**src/design/cfis_pkg.sv**
```systemverilog
/*
 * Constants for the low half of the interrupt event flag block:
 * register offsets, flag bit positions and reset values.
 * Assumes a 32-bit APB slave with word-aligned registers.
 */
package cfis_pkg;

    // =========================================================
    // register map (byte addresses)
    localparam logic [7:0] CFIS_SRC_OFF = 8'h00;
    localparam logic [7:0] CFIS_FLAGS_OFF = 8'h1c;
    localparam logic [7:0] CFIS_ENABLE_OFF = 8'h20;
    localparam logic [7:0] CFIS_CLEAR_OFF = 8'h24;
    localparam logic [7:0] CFIS_WMARK_OFF = 8'h28;

    // =========================================================
    // field layout
    localparam int CFIS_NFLAGS = 13;
    localparam int CFIS_CORE_EN_BIT = 1;
    localparam int CFIS_FIFO_W = 6;
    localparam int B_WMARK = 12;
    localparam int B_WAKE = 11;
    localparam int B_SLEEP = 10;
    localparam int B_BUSOFF = 9;
    localparam int B_ERROR = 8;
    localparam int B_OFLOW = 6;
    localparam int B_RECEIVE_COMPLETE = 4;
    localparam int B_RECOV = 3;
    localparam int B_PEE = 2;
    localparam int B_TRANSMIT_COMPLETE = 1;
    localparam int B_ARB = 0;

    // flags wiped when the core enable goes low; watermark excluded
    localparam logic [12:0] CFIS_CEN_CLR_MASK = 13'h0f5f;
    // implemented flags; bits 7 and 5 stay zero
    localparam logic [12:0] CFIS_IMPL_MASK = 13'h1f5f;

    // =========================================================
    // reset values
    localparam logic [31:0] CFIS_RST_ZERO = 32'h0000_0000;
    localparam logic [CFIS_FIFO_W-1:0] CFIS_WMARK_RST = 6'h0f;

    // controller mode
    typedef enum logic [1:0] {
        CFIS_MODE_CONFIG,
        CFIS_MODE_NORMAL,
        CFIS_MODE_SLEEP,
        CFIS_MODE_LOOP
    } cfis_mode_t;

endpackage

```
**src/design/cfis_top.sv**
```systemverilog
/*
 * Low half of the interrupt event flag register of a CAN FD
 * controller: sticky flags, write-one-to-clear, enable mask, irq.
 * Assumes the protocol engine gives one-cycle event pulses and
 * mode / fifo level as levels synchronous to clk_i.
 */
// Operation
// - watermark flag while fifo above watermark
// - wake flag on sleep to normal
// - sleep flag on entering sleep
// - bus-off flag on entering bus-off
// - error flag on protocol error
// - overflow flag when full fifo gets id in sequential fifo mode
// - receive flag on good stored message
// - recovery flag when bus-off recovery ends
// - exception flag on protocol exception event
// - transmit flag on successful transmission
// - arbitration flag on lost arbitration
// - flags stay until cleared by software
// - core enable low wipes all but watermark
// - loopback message sets receive and transmit
// - loopback receive flag precedes transmit flag
// - set beats clear in same cycle
// - clear by writing one, reads zero
// - irq only for enabled set flags
module cfis_top
    import cfis_pkg::*;
#(
    parameter int FIFO_W = CFIS_FIFO_W
) (
    // clock and reset
    input wire logic clk_i,
    input wire logic rstn_i,
    // apb slave
    input wire logic psel_i,
    input wire logic penable_i,
    input wire logic pwrite_i,
    input wire logic [7:0] paddr_i,
    input wire logic [31:0] pwdata_i,
    output logic [31:0] prdata_o,
    output logic pready_o,
    output logic pslverr_o,
    // protocol engine status
    input wire logic [1:0] mode_i,
    input wire logic [FIFO_W-1:0] rx_fifo_level_i,
    input wire logic bus_off_i,
    input wire logic error_i,
    input wire logic rx_fifo_full_i,
    input wire logic seq_fifo_mode_i,
    input wire logic new_id_i,
    input wire logic receive_complete_i,
    input wire logic bus_off_recovered_i,
    input wire logic protocol_exception_i,
    input wire logic transmit_complete_i,
    input wire logic arbitration_lost_i,
    // outputs to the core
    output logic core_enable_o,
    output logic irq_o
);

    // =========================================================
    // apb decode
    logic setup_w, wr_w, rd_w, hit_w;
    logic [12:0] flags_q, flags_set_w, enable_q, clear_w;
    logic [FIFO_W-1:0] wmark_q;
    logic core_enable_q, cen_clr_w, busoff_q, tx_pend_q;
    cfis_mode_t mode_q;

    function automatic logic addr_hit(input logic [7:0] a);
        addr_hit = (a == CFIS_SRC_OFF) || (a == CFIS_FLAGS_OFF) || (a == CFIS_ENABLE_OFF)
            || (a == CFIS_CLEAR_OFF) || (a == CFIS_WMARK_OFF);
    endfunction

    // no wait state: answer in the first access cycle's next edge
    assign setup_w = psel_i && !penable_i;
    assign hit_w = addr_hit(paddr_i);
    assign wr_w = psel_i && penable_i && pready_o && pwrite_i && hit_w;
    assign rd_w = setup_w && !pwrite_i;

    always_ff @(posedge clk_i or negedge rstn_i) begin
        if (!rstn_i) begin
            pready_o <= 1'b0;
            pslverr_o <= 1'b0;
        end else begin
            pready_o <= setup_w;
            pslverr_o <= setup_w && !hit_w;
        end
    end

    always_ff @(posedge clk_i or negedge rstn_i) begin
        if (!rstn_i) begin
            prdata_o <= CFIS_RST_ZERO;
        end else if (rd_w) begin
            case (paddr_i)
                CFIS_SRC_OFF: prdata_o <= {30'h0, core_enable_q, 1'b0};
                CFIS_FLAGS_OFF: prdata_o <= {19'h0, flags_q & CFIS_IMPL_MASK};
                CFIS_ENABLE_OFF: prdata_o <= {19'h0, enable_q};
                CFIS_WMARK_OFF: prdata_o <= {{(32-FIFO_W){1'b0}}, wmark_q};
                default: prdata_o <= CFIS_RST_ZERO;
            endcase
        end else if (setup_w) begin
            prdata_o <= CFIS_RST_ZERO;
        end
    end

    // =========================================================
    // control registers
    always_ff @(posedge clk_i or negedge rstn_i) begin
        if (!rstn_i) begin
            core_enable_q <= 1'b0;
            enable_q <= 13'h0;
            wmark_q <= CFIS_WMARK_RST;
        end else if (wr_w) begin
            if (paddr_i == CFIS_SRC_OFF) core_enable_q <= pwdata_i[CFIS_CORE_EN_BIT];
            if (paddr_i == CFIS_ENABLE_OFF) enable_q <= pwdata_i[12:0] & CFIS_IMPL_MASK;
            if (paddr_i == CFIS_WMARK_OFF) wmark_q <= pwdata_i[FIFO_W-1:0];
        end
    end
    assign core_enable_o = core_enable_q;

    // clear is a write strobe only, nothing is stored
    assign clear_w = (wr_w && paddr_i == CFIS_CLEAR_OFF) ? pwdata_i[12:0] : 13'h0;
    assign cen_clr_w = wr_w && paddr_i == CFIS_SRC_OFF && !pwdata_i[CFIS_CORE_EN_BIT];

    // =========================================================
    // event detection
    always_ff @(posedge clk_i or negedge rstn_i) begin
        if (!rstn_i) begin
            mode_q <= CFIS_MODE_CONFIG;
            busoff_q <= 1'b0;
        end else begin
            mode_q <= cfis_mode_t'(mode_i);
            busoff_q <= bus_off_i;
        end
    end

    // in loopback the transmit flag follows the receive one cycle later
    always_ff @(posedge clk_i or negedge rstn_i) begin
        if (!rstn_i) begin
            tx_pend_q <= 1'b0;
        end else begin
            tx_pend_q <= transmit_complete_i && mode_i == CFIS_MODE_LOOP;
        end
    end

    always_comb begin
        flags_set_w = 13'h0;
        flags_set_w[B_WMARK] = rx_fifo_level_i > wmark_q;
        flags_set_w[B_WAKE] = mode_q == CFIS_MODE_SLEEP && mode_i == CFIS_MODE_NORMAL;
        flags_set_w[B_SLEEP] = mode_q != CFIS_MODE_SLEEP && mode_i == CFIS_MODE_SLEEP;
        flags_set_w[B_BUSOFF] = bus_off_i && !busoff_q;
        flags_set_w[B_ERROR] = error_i;
        flags_set_w[B_OFLOW] = seq_fifo_mode_i && new_id_i && rx_fifo_full_i;
        flags_set_w[B_RECEIVE_COMPLETE] = receive_complete_i
            || (transmit_complete_i && mode_i == CFIS_MODE_LOOP);
        flags_set_w[B_RECOV] = bus_off_recovered_i;
        flags_set_w[B_PEE] = protocol_exception_i;
        flags_set_w[B_TRANSMIT_COMPLETE] = (transmit_complete_i && mode_i != CFIS_MODE_LOOP) || tx_pend_q;
        flags_set_w[B_ARB] = arbitration_lost_i;
    end

    // =========================================================
    // sticky flags: set wins over both clears
    always_ff @(posedge clk_i or negedge rstn_i) begin
        if (!rstn_i) begin
            flags_q <= 13'h0;
        end else begin
            flags_q <= ((flags_q & ~clear_w & ~(cen_clr_w ? CFIS_CEN_CLR_MASK : 13'h0))
                | flags_set_w) & CFIS_IMPL_MASK;
        end
    end

    always_ff @(posedge clk_i or negedge rstn_i) begin
        if (!rstn_i) begin
            irq_o <= 1'b0;
        end else begin
            irq_o <= |(flags_q & enable_q);
        end
    end

    // =========================================================
    // checks
    a_wmark_sets: assert property (@(posedge clk_i) disable iff (!rstn_i)
        rx_fifo_level_i > wmark_q |=> flags_q[B_WMARK])
        else $error("watermark flag not set");
    a_wake_sets: assert property (@(posedge clk_i) disable iff (!rstn_i)
        flags_set_w[B_WAKE] |=> flags_q[B_WAKE])
        else $error("wake flag not set");
    a_sleep_sets: assert property (@(posedge clk_i) disable iff (!rstn_i)
        mode_q != CFIS_MODE_SLEEP && mode_i == CFIS_MODE_SLEEP |=> flags_q[B_SLEEP])
        else $error("sleep flag not set");
    a_busoff_sets: assert property (@(posedge clk_i) disable iff (!rstn_i)
        $rose(bus_off_i) |=> flags_q[B_BUSOFF])
        else $error("bus-off flag not set");
    a_error_sets: assert property (@(posedge clk_i) disable iff (!rstn_i)
        error_i |=> flags_q[B_ERROR])
        else $error("error flag not set");
    a_oflow_sets: assert property (@(posedge clk_i) disable iff (!rstn_i)
        seq_fifo_mode_i && new_id_i && rx_fifo_full_i |=> flags_q[B_OFLOW])
        else $error("overflow flag not set");
    a_receive_complete_sets: assert property (@(posedge clk_i) disable iff (!rstn_i)
        receive_complete_i |=> flags_q[B_RECEIVE_COMPLETE])
        else $error("receive flag not set");
    a_recov_sets: assert property (@(posedge clk_i) disable iff (!rstn_i)
        bus_off_recovered_i |=> flags_q[B_RECOV])
        else $error("recovery flag not set");
    a_pee_sets: assert property (@(posedge clk_i) disable iff (!rstn_i)
        protocol_exception_i |=> flags_q[B_PEE])
        else $error("exception flag not set");
    a_transmit_complete_sets: assert property (@(posedge clk_i) disable iff (!rstn_i)
        transmit_complete_i |-> ##[1:2] flags_q[B_TRANSMIT_COMPLETE])
        else $error("transmit flag not set");
    a_arb_sets: assert property (@(posedge clk_i) disable iff (!rstn_i)
        arbitration_lost_i |=> flags_q[B_ARB])
        else $error("arbitration flag not set");
    a_flag_sticky: assert property (@(posedge clk_i) disable iff (!rstn_i)
        flags_q[B_ERROR] && clear_w[B_ERROR] == 1'b0 && !cen_clr_w |=> flags_q[B_ERROR])
        else $error("flag dropped without clear");
    a_cen_wipe: assert property (@(posedge clk_i) disable iff (!rstn_i)
        cen_clr_w && (flags_set_w & CFIS_CEN_CLR_MASK) == 13'h0 |=> (flags_q & CFIS_CEN_CLR_MASK) == 13'h0)
        else $error("core disable did not wipe flags");
    a_loop_order: assert property (@(posedge clk_i) disable iff (!rstn_i)
        transmit_complete_i && mode_i == CFIS_MODE_LOOP |=> flags_q[B_RECEIVE_COMPLETE] ##1 flags_q[B_TRANSMIT_COMPLETE])
        else $error("loopback flag order wrong");
    a_set_wins: assert property (@(posedge clk_i) disable iff (!rstn_i)
        clear_w[B_ARB] && arbitration_lost_i |=> flags_q[B_ARB])
        else $error("clear beat set");
    a_irq_gated: assert property (@(posedge clk_i) disable iff (!rstn_i)
        ##1 irq_o == |($past(flags_q) & $past(enable_q)))
        else $error("irq mismatch");
    a_rsvd_zero: assert property (@(posedge clk_i) disable iff (!rstn_i)
        flags_q[7] == 1'b0 && flags_q[5] == 1'b0)
        else $error("reserved flag set");

endmodule

```
**config.mk**
```make
export PLATFORM = sky130hd
export DESIGN_NAME = cfis_top
export DESIGN_NICKNAME = d
export VERILOG_FILES = /design/src/design/cfis_pkg.sv /design/src/design/cfis_top.sv
export SDC_FILE = /design/constraint.sdc
export NUM_CORES = 1
export LEC_CHECK = 0
export BUFFER_PORTS_ARGS = -buffer_cell sky130_fd_sc_hd__clkbuf_2
export CAP_MARGIN = 20
export CORE_MARGIN = 3
export CORE_UTILIZATION = 24
export CTS_BUF_LIST = sky130_fd_sc_hd__clkbuf_16
export DETAILED_ROUTE_END_ITERATION = 6
export PLACE_DENSITY = 0.53
export SYNTH_ARGS = -nofsm -noshare
export SYNTH_HDL_FRONTEND = slang
export SYNTH_SLANG_ARGS = --single-unit
```
**constraint.sdc**
```tcl
create_clock -name clk_i -period 4 [get_ports clk_i]
set_input_delay 0.8 -clock clk_i [delete_from_list [all_inputs] [get_ports clk_i]]
set_output_delay 0.8 -clock clk_i [all_outputs]
set_load 0.02 [all_outputs]
```
### Yosys cells after proc, flatten, opt, wreduce, memory -nomap -nowiden

Index checks and enable logic that the tools add are counted.

* reductions and logical operators: 34
* mux-type cells: 5
* bitwise gates (word level): 6
* $lt $le $gt $ge: 1
* eq/ne operators: 10

Operators by type and width (count)
* $mux 32: 2
* $pmux 13 s4: 1
* $and 13x13->13: 3
* $eq 8x6->1 const B: 3
* $logic_and 1x1->1: 17
* $mux 13: 1
* $not 12->13: 1
* $not 13->13: 1
* $or 13x13->13: 1
* $reduce_or 13->1: 1
* $mux 12: 1
* $eq 8x5->1 const B: 1
* $logic_not 8->1: 1
* $eq 2x2->1 const B: 3
* $gt 6x6->1: 1
* $logic_or 1x1->1: 6
* $reduce_and 2->1: 3
* $logic_not 1->1: 5
* $ne 2x2->1 const B: 2
* $eq 2x1->1 const B: 1
* $reduce_bool 2->1: 1

* input port bits: 63
* register bits: 68
* output and inout port bits: 36
* logic and storage cells: 67

### Depth between registers and ports, before layout

Gate-level depths: netlist (run 1).

* depth in word-level cells: 12
* mapped depth: 6
* depth with buffers taken out: 6

### Worst setup path before layout (run 1)

No wires, ideal clock.

* kind: in2reg
* from: input paddr_i[7]
* to: register flags_q[4]
* required time: 3.874 ns
* path buffers: 2
* stages on the path: 6
* slack: 1.125 ns
* arrival time: 2.749 ns
* library setup time: 0.126 ns
* path through: or4_1 -> clkbuf_2 -> or3_1 -> or4b_4 -> buf_6 -> a311o_1

* word-level cells in the longest chain between the ends: 12
* elaborated cells between the ends (all ways): 20
* those cells by class: 4 x eq/ne; 2 x mux; 5 x bitwise; 9 x reduce/logical

RTL lines
* start, declared: RTL line cfis_top.sv:38 `input wire logic [7:0] paddr_i,`
* $eq 8x5->1 / $logic_not 8->1 (equally long branches): RTL line cfis_top.sv:70, cfis_top.sv:123
* $logic_or 1x1->1 (2 in a row): RTL line cfis_top.sv:70 `addr_hit = (a == CFIS_SRC_OFF) || (a == CFIS_FLAGS_OFF) || (a == CFIS_ENABLE_OFF)`
* $logic_or 1x1->1 (2 in a row): RTL line cfis_top.sv:71 `|| (a == CFIS_CLEAR_OFF) || (a == CFIS_WMARK_OFF);`
* $logic_and 1x1->1: RTL line cfis_top.sv:77 `assign wr_w = psel_i && penable_i && pready_o && pwrite_i && hit_w;`
* $logic_and 1x1->1 (on tied branches): RTL line cfis_top.sv:122, cfis_top.sv:123
* $mux 13 / $logic_and 1x1->1 (equally long branches): RTL line cfis_top.sv:122, cfis_top.sv:123
* $not 13->13 / $mux 12 (equally long branches): RTL line cfis_top.sv:168 `flags_q <= ((flags_q & ~clear_w & ~(cen_clr_w ? CFIS_CEN_CLR_MASK : 13'h0))`
* $and 13x13->13 / $not 12->13 (equally long branches): RTL line cfis_top.sv:168
* $and 13x13->13 *: RTL line cfis_top.sv:168
* $or 13x13->13 *: RTL line cfis_top.sv:169 `| flags_set_w) & CFIS_IMPL_MASK;`
* end signal, assigned: RTL line cfis_top.sv:168
* end, declared: RTL line cfis_top.sv:64 `logic [12:0] flags_q, flags_set_w, enable_q, clear_w;`

Mark *: on every way between the ends. The rest lies on a longest branch, timed or not.
A chain may end at the register's enable or synchronous reset.

### Final worst setup path (run 1)

Same ends and word-level chain as after synthesis.

==> results of run 1 <==
==> per-stage QoR <==
stage | instances | util [%] | total power, mW | instance area [µm²] | hold slack [ns]
5_1_grt | 405 | 30.2 | 1.04 | 2960 | 0.504
6_report | 405 | 30.2 | 1.00 | 2960 | 0.478
3_3_place_gp | 396 | 28.6 | 0.590 | 2810 | 0.463
4_1_cts | 404 | 30.1 | 1.01 | 2950 | 0.484
3_5_place_dp | 396 | 28.6 | 0.592 | 2810 | 0.469
2_1_floorplan | 231 | - | 0.560 | 2500 | 0.475
==> final cells by class <==
| type | instances | area, µm² |
|---|---|---|
| clock buffer | 5 | 125 |
| tap | 133 | 166 |
| inverter | 11 | 41.3 |
| clock inverter | 3 | 23.8 |
| timing repair buffer | 63 | 328 |
| multi-input combinational | 142 | 1070 |
| sequential | 48 | 1210 |
| fill | 1057 | 6860 |
==> logic make-up after synthesis <==
| kind of cell | count (synthesis) | synth area share (%) |
|---|---|---|
| AOI/OAI and AO/OA | 54 | 18.4 |
| DFF | 48 | 49.7 |
| and+or+nand+nor | 42 | 9.60 |
| buffers and inverters | 41 | 9.80 |
| muxes | 19 | 8.82 |
| adders and majority gates | 7 | 3.51 |
| other | 1 | 0.155 |
==> power by group <==
group / switching [mW] / leakage [nW] / total [mW] / internal, mW
Combinational: 0.0595 / 0.711 / 0.0887 / 0.0291
Clock: 0.187 / 0.0660 / 0.420 / 0.233
Sequential: 0.00227 / 0.589 / 0.493 / 0.490
==> registers in the layout, indices dropped and copies added (netlist names) <==
register,count
enable_q,11
prdata_o,12
pslverr_o,1
irq_o,1
flags_q,11
busoff_q,1
tx_pend_q,1
pready_o,1
wmark_q,6
core_enable_o,1
mode_q,2
==> worst max-delay path by stage <==
| stage | slack, ns | end | start |
|---|---|---|---|
| finish | 1.22 | flags_q[4] | paddr_i[7] |
| global placement | 0.92 | flags_q[4] | paddr_i[7] |
| CTS | 1.21 | flags_q[4] | paddr_i[7] |
| global route | 1.16 | flags_q[4] | paddr_i[7] |
| detailed placement | 0.90 | flags_q[4] | paddr_i[7] |
| floorplan | 1.13 | flags_q[4] | paddr_i[7] |
==> cells in the mapped netlist (2+ instances only) <==
| cell type | number | share of area, % |
|---|---|---|
| a32o_1 | 2 | 0.83 |
| nor3_1 | 2 | 0.41 |
| buf_4 | 20 | 6.2 |
| dfrtp_1 | 44 | 45 |
| a221oi_1 | 2 | 0.72 |
| a31o_2 | 7 | 2.5 |
| mux2_2 | 19 | 8.8 |
| clkbuf_1 | 8 | 1.2 |
| dfstp_2 | 4 | 4.3 |
| nand4_1 | 2 | 0.52 |
| inv_1 | 11 | 1.7 |
| nor2_1 | 3 | 0.46 |
| nand2_1 | 15 | 2.3 |
| ha_1 | 6 | 3.1 |
| a22o_1 | 19 | 6.9 |
| o21ai_0 | 3 | 0.62 |
| a21o_1 | 2 | 0.62 |
| a22oi_1 | 6 | 1.9 |
| and3_1 | 4 | 1.0 |
| o2bb2ai_1 | 4 | 1.4 |
| a21oi_1 | 3 | 0.62 |
| nor4_1 | 4 | 1.0 |
==> layer usage <==
layer | share of wire, % | routed length, µm
met5 | 0 | 0
met4 | 1.2 | 77
met3 | 6.5 | 399
met2 | 48 | 2970
met1 | 44 | 2730
==> critical path, cell delays in order <==
cell and delay [ns]:
clkbuf_2 0.08, or4_1 0.66, or3_1 0.43, or4b_4 0.63, a311o_1 0.35
==> impl_metrics.ini, run 1 <==
[sta]
fin_crit_ns = 2.78
hold_viol = 0
relSlewSlack_pct = 46.9
drv_slew = 0
tns_ns = 0
max_freq_mhz = 360
tightest_slew_ns = 0.795
skew_ns = 0.00866
fin_crit_sh_pct = 69.5
fin_ws_ns = 1.22
setup_viol = 0
rsz0062_at_grt = false

[cts]
cts_max_level = 2
clockBufferDepth = 2
cts_root_buffer = clkbuf_16
cts_tree = yes
clkTransAtPathRegs_ns = 0.07
clkLatencyLatePin_ns = 0.29
numCtsBuffers = 5
postCtsHoldBufs = 0
ctsResizeCount = 0
post_cts_buffers = 0
cts_sinks = 48

[grt]
grtUsageMet3_pct = 3.76
grt_util_met2_pct = 17.8
antenna_found_initial = 0
grt_pass1_vias = 1873
grt.busiest_layer = met2
grt_overflow = 0
track_usage_pct = 11.2
grt_pass1_wl_um = 9850
grtUsageMet1_pct = 14.5
grt_start_max_net_pins = 27

[layout]
layout.cells.most_common_list = 58 x clkbuf_2, 44 x dfrtp_1, 20 x conb_1
antenna_cells = 0
num-nets-final = 340
mostFrequentLayoutCell = clkbuf_2
drive_gt1_share_pct = 39.3
synthToLayoutAreaGrowth_pct = 22.1

[placed_design]
pre_cts_slack_ns = 0.902
port_buffers = 58
dp_hpwl_um = 4840
place_congestion = 0.770

[yosys]
syn_area_per_cell_um2 = 11.4
synth-edff-count = 0
synthArstFlopShare_pct = 100
ys.flop_type = dfrtp_1
yosysWarningCount = 0
ys_types = 44
synthesis.area_mm2 = 0.00242
seq_area_frac_synth_pct = 49.7
ys_seq_elements = 48
synth_cells = 212

[min_path]
holdPathStages = 2
hold_end = prdata_o[5]
hp-start = prdata_o[5]
hp-class = flop to flop

[routing]
initialDrtViolationCount = 95
via_count = 1835
postRouteAntennaNets = 0
routed_wl_um = 6170
post-route-drc-count = 0
first_pass_iters = 4
routedWlPerCell_um = 15.2
vias_per_cell = 4.53

[worst_setup_path]
rr_startpoint = pready_o
rr_worst_depth = 4
arrival_ns = 2.96
reg2reg_slack_ns = 1.93
timing.rr.end = flags_q[4]
path_class = input port to flop
start_kind = input port
worstSetupEndpointType = flop
worstPathRequired_ns = 4.18
crit_fanout = 10

[power_and_ir_drop]
vdd_ir_drop_max_uv = 139
power_density_mw_per_mm2 = 338
p_leak_nw = 1.37

[status]
outcome = finished, final reports clean

[floorplan]
fp.dieW_um = 107
rows = 36
coreArea_mm2 = 0.00982
initial_core_util_pct = 24.7
die_area_mm2 = 0.0113
die_y_um = 107
io-pin-count = 99

[run]
drv_cap = 0
(Power assumes the default switching activity.)
==> inputs of run 2 (changes only) <==
==> constraint.sdc (replaced) <==
create_clock -name clk_i -period 2.8 [get_ports clk_i]
set_input_delay 0.56 -clock clk_i [delete_from_list [all_inputs] [get_ports clk_i]]
set_output_delay 0.56 -clock clk_i [all_outputs]
set_load 0.02 [all_outputs]
==> impl_metrics.ini, run 2 (synthesis gave the netlist of run 1 again) <==
[grt]
antenna_found_initial = 0
grt_start_max_net_pins = 29
grt_pass1_vias = 1882
track_usage_pct = 11.1
grt_overflow = 0
grt_pass1_wl_um = 9850

[cts]
ctsResizeCount = 0
post_cts_buffers = 0
numCtsBuffers = 5
clockBufferDepth = 2
postCtsHoldBufs = 0
cts_tree = yes
clkTransAtPathRegs_ns = 0.06
cts_sinks = 48
cts_root_buffer = clkbuf_16
cts_max_level = 2
clkLatencyLatePin_ns = 0.28

[layout]
antenna_cells = 0
top_regs = prdata_o (12), enable_q (11), flags_q (11)
mostFrequentLayoutCell = clkbuf_2
stdcell_count = 408
fillCellCount = 1032
regArea_mm2 = 0.00121
regMostFlops = prdata_o
layout.cells.most_common_list = 58 x clkbuf_2, 44 x dfrtp_1, 20 x conb_1
synthToLayoutAreaGrowth_pct = 24.2
multiInputGateArea_mm2 = 0.00107
drive_gt1_share_pct = 39.6
num-nets-final = 343
largest_reg_flops = 12

[status]
outcome = finished, final reports clean

[sta]
max_freq_mhz = 422
tns_ns = 0
relSlewSlack_pct = 55.6
hold_viol = 0
rsz0062_at_grt = false
tightest_slew_ns = 0.666
setup_viol = 0
fin_crit_sh_pct = 84.7
skew_ns = 0.00339
fin_crit_ns = 2.37
fin_ws_ns = 0.428
hold_ws_ns = 0.299
drv_slew = 0

[placed_design]
placed_cells = 400
dp_hpwl_um = 4850
port_buffers = 58
place_congestion = 0.816
pre_cts_slack_ns = 0.117

[floorplan]
die_area_mm2 = 0.0113
initial_core_util_pct = 24.7
fp.dieW_um = 107
die_y_um = 107
io-pin-count = 99
rows = 36
coreArea_mm2 = 0.00982

[routing]
first_pass_iters = 4
routedWlPerCell_um = 14.9
routed_wl_um = 6070
initialDrtViolationCount = 51
postRouteAntennaNets = 0
via_count = 1809
post-route-drc-count = 0
vias_per_cell = 4.43

[worst_setup_path]
rr_startpoint = pready_o
arrival_ns = 2.54
path_class = input port to flop
worstPathRequired_ns = 2.97
startpoint = paddr_i[7]
reg2reg_slack_ns = 0.73
timing.rr.end = flags_q[4]
start_kind = input port
worstSetupEndpointType = flop
crit_slowest_cell = or4b_4
crit_chain = clkbuf_2, or4_1, or3_1, or4b_4, a311o_1
crit_fanout = 10
rr_worst_depth = 4
max_stage_delay_ns = 0.63

[power_and_ir_drop]
p_leak_nw = 1.40
vdd_ir_drop_max_uv = 235
power_density_mw_per_mm2 = 496

[run]
drv_cap = 0

[min_path]
hp-class = input port to asynchronous set/reset pin
-- run 2: how the worst max path moves through the flow --
stage	to	slack [ns]	cells past startpoint
final	flags_q[4]	0.43	5
after floorplan	flags_q[4]	0.17	6
after global placement	flags_q[4]	0.11	5
after global routing	flags_q[4]	0.37	5
after detailed placement	flags_q[4]	0.12	5
after CTS	flags_q[4]	0.42	5
-- run 2: area by class of cell --
type,count,area share [%]
Timing Repair Buffer,66,12.0
Multi-Input combinational cell,142,35.6
Clock buffer,5,4.15
Clock inverter,3,1.29
Tap cell,133,5.53
Inverter,11,1.37
Sequential cell,48,40.0
-- run 2: report_power, final --
| group | switching, mW | total [mW] | internal, mW |
|---|---|---|---|
| Clock | 0.246 | 0.662 | 0.416 |
| Sequential | 0.00350 | 0.704 | 0.701 |
| Combinational | 0.0849 | 0.128 | 0.0436 |
| Total | 0.334 | 1.49 | 1.16 |
-- run 2: stage by stage --
step,util [%],total power [mW],area (µm²)
2_1_floorplan,-,0.800,2500
3_3_place_gp,29.0,0.846,2850
6_report,30.7,1.49,3010
4_1_cts,30.7,1.51,3010
3_5_place_dp,29.0,0.848,2850
5_1_grt,30.7,1.57,3010
-- run 2: critical path: cells and delay by family --
family / cells / cell delay, ns
compound gates: 1 / 0.34
simple gates: 3 / 1.55
buf+inv: 1 / 0.09
-- run 2: routing by layer --
layer / up-vias / wire length [µm] / global-route usage [%]
met5: - / 0 / 0
li1: 873 / - / -
met3: 9 / 404 / 3.04
met1: 874 / 2730 / 14.5
met2: 53 / 2860 / 17.9
met4: 0 / 78 / 3.01
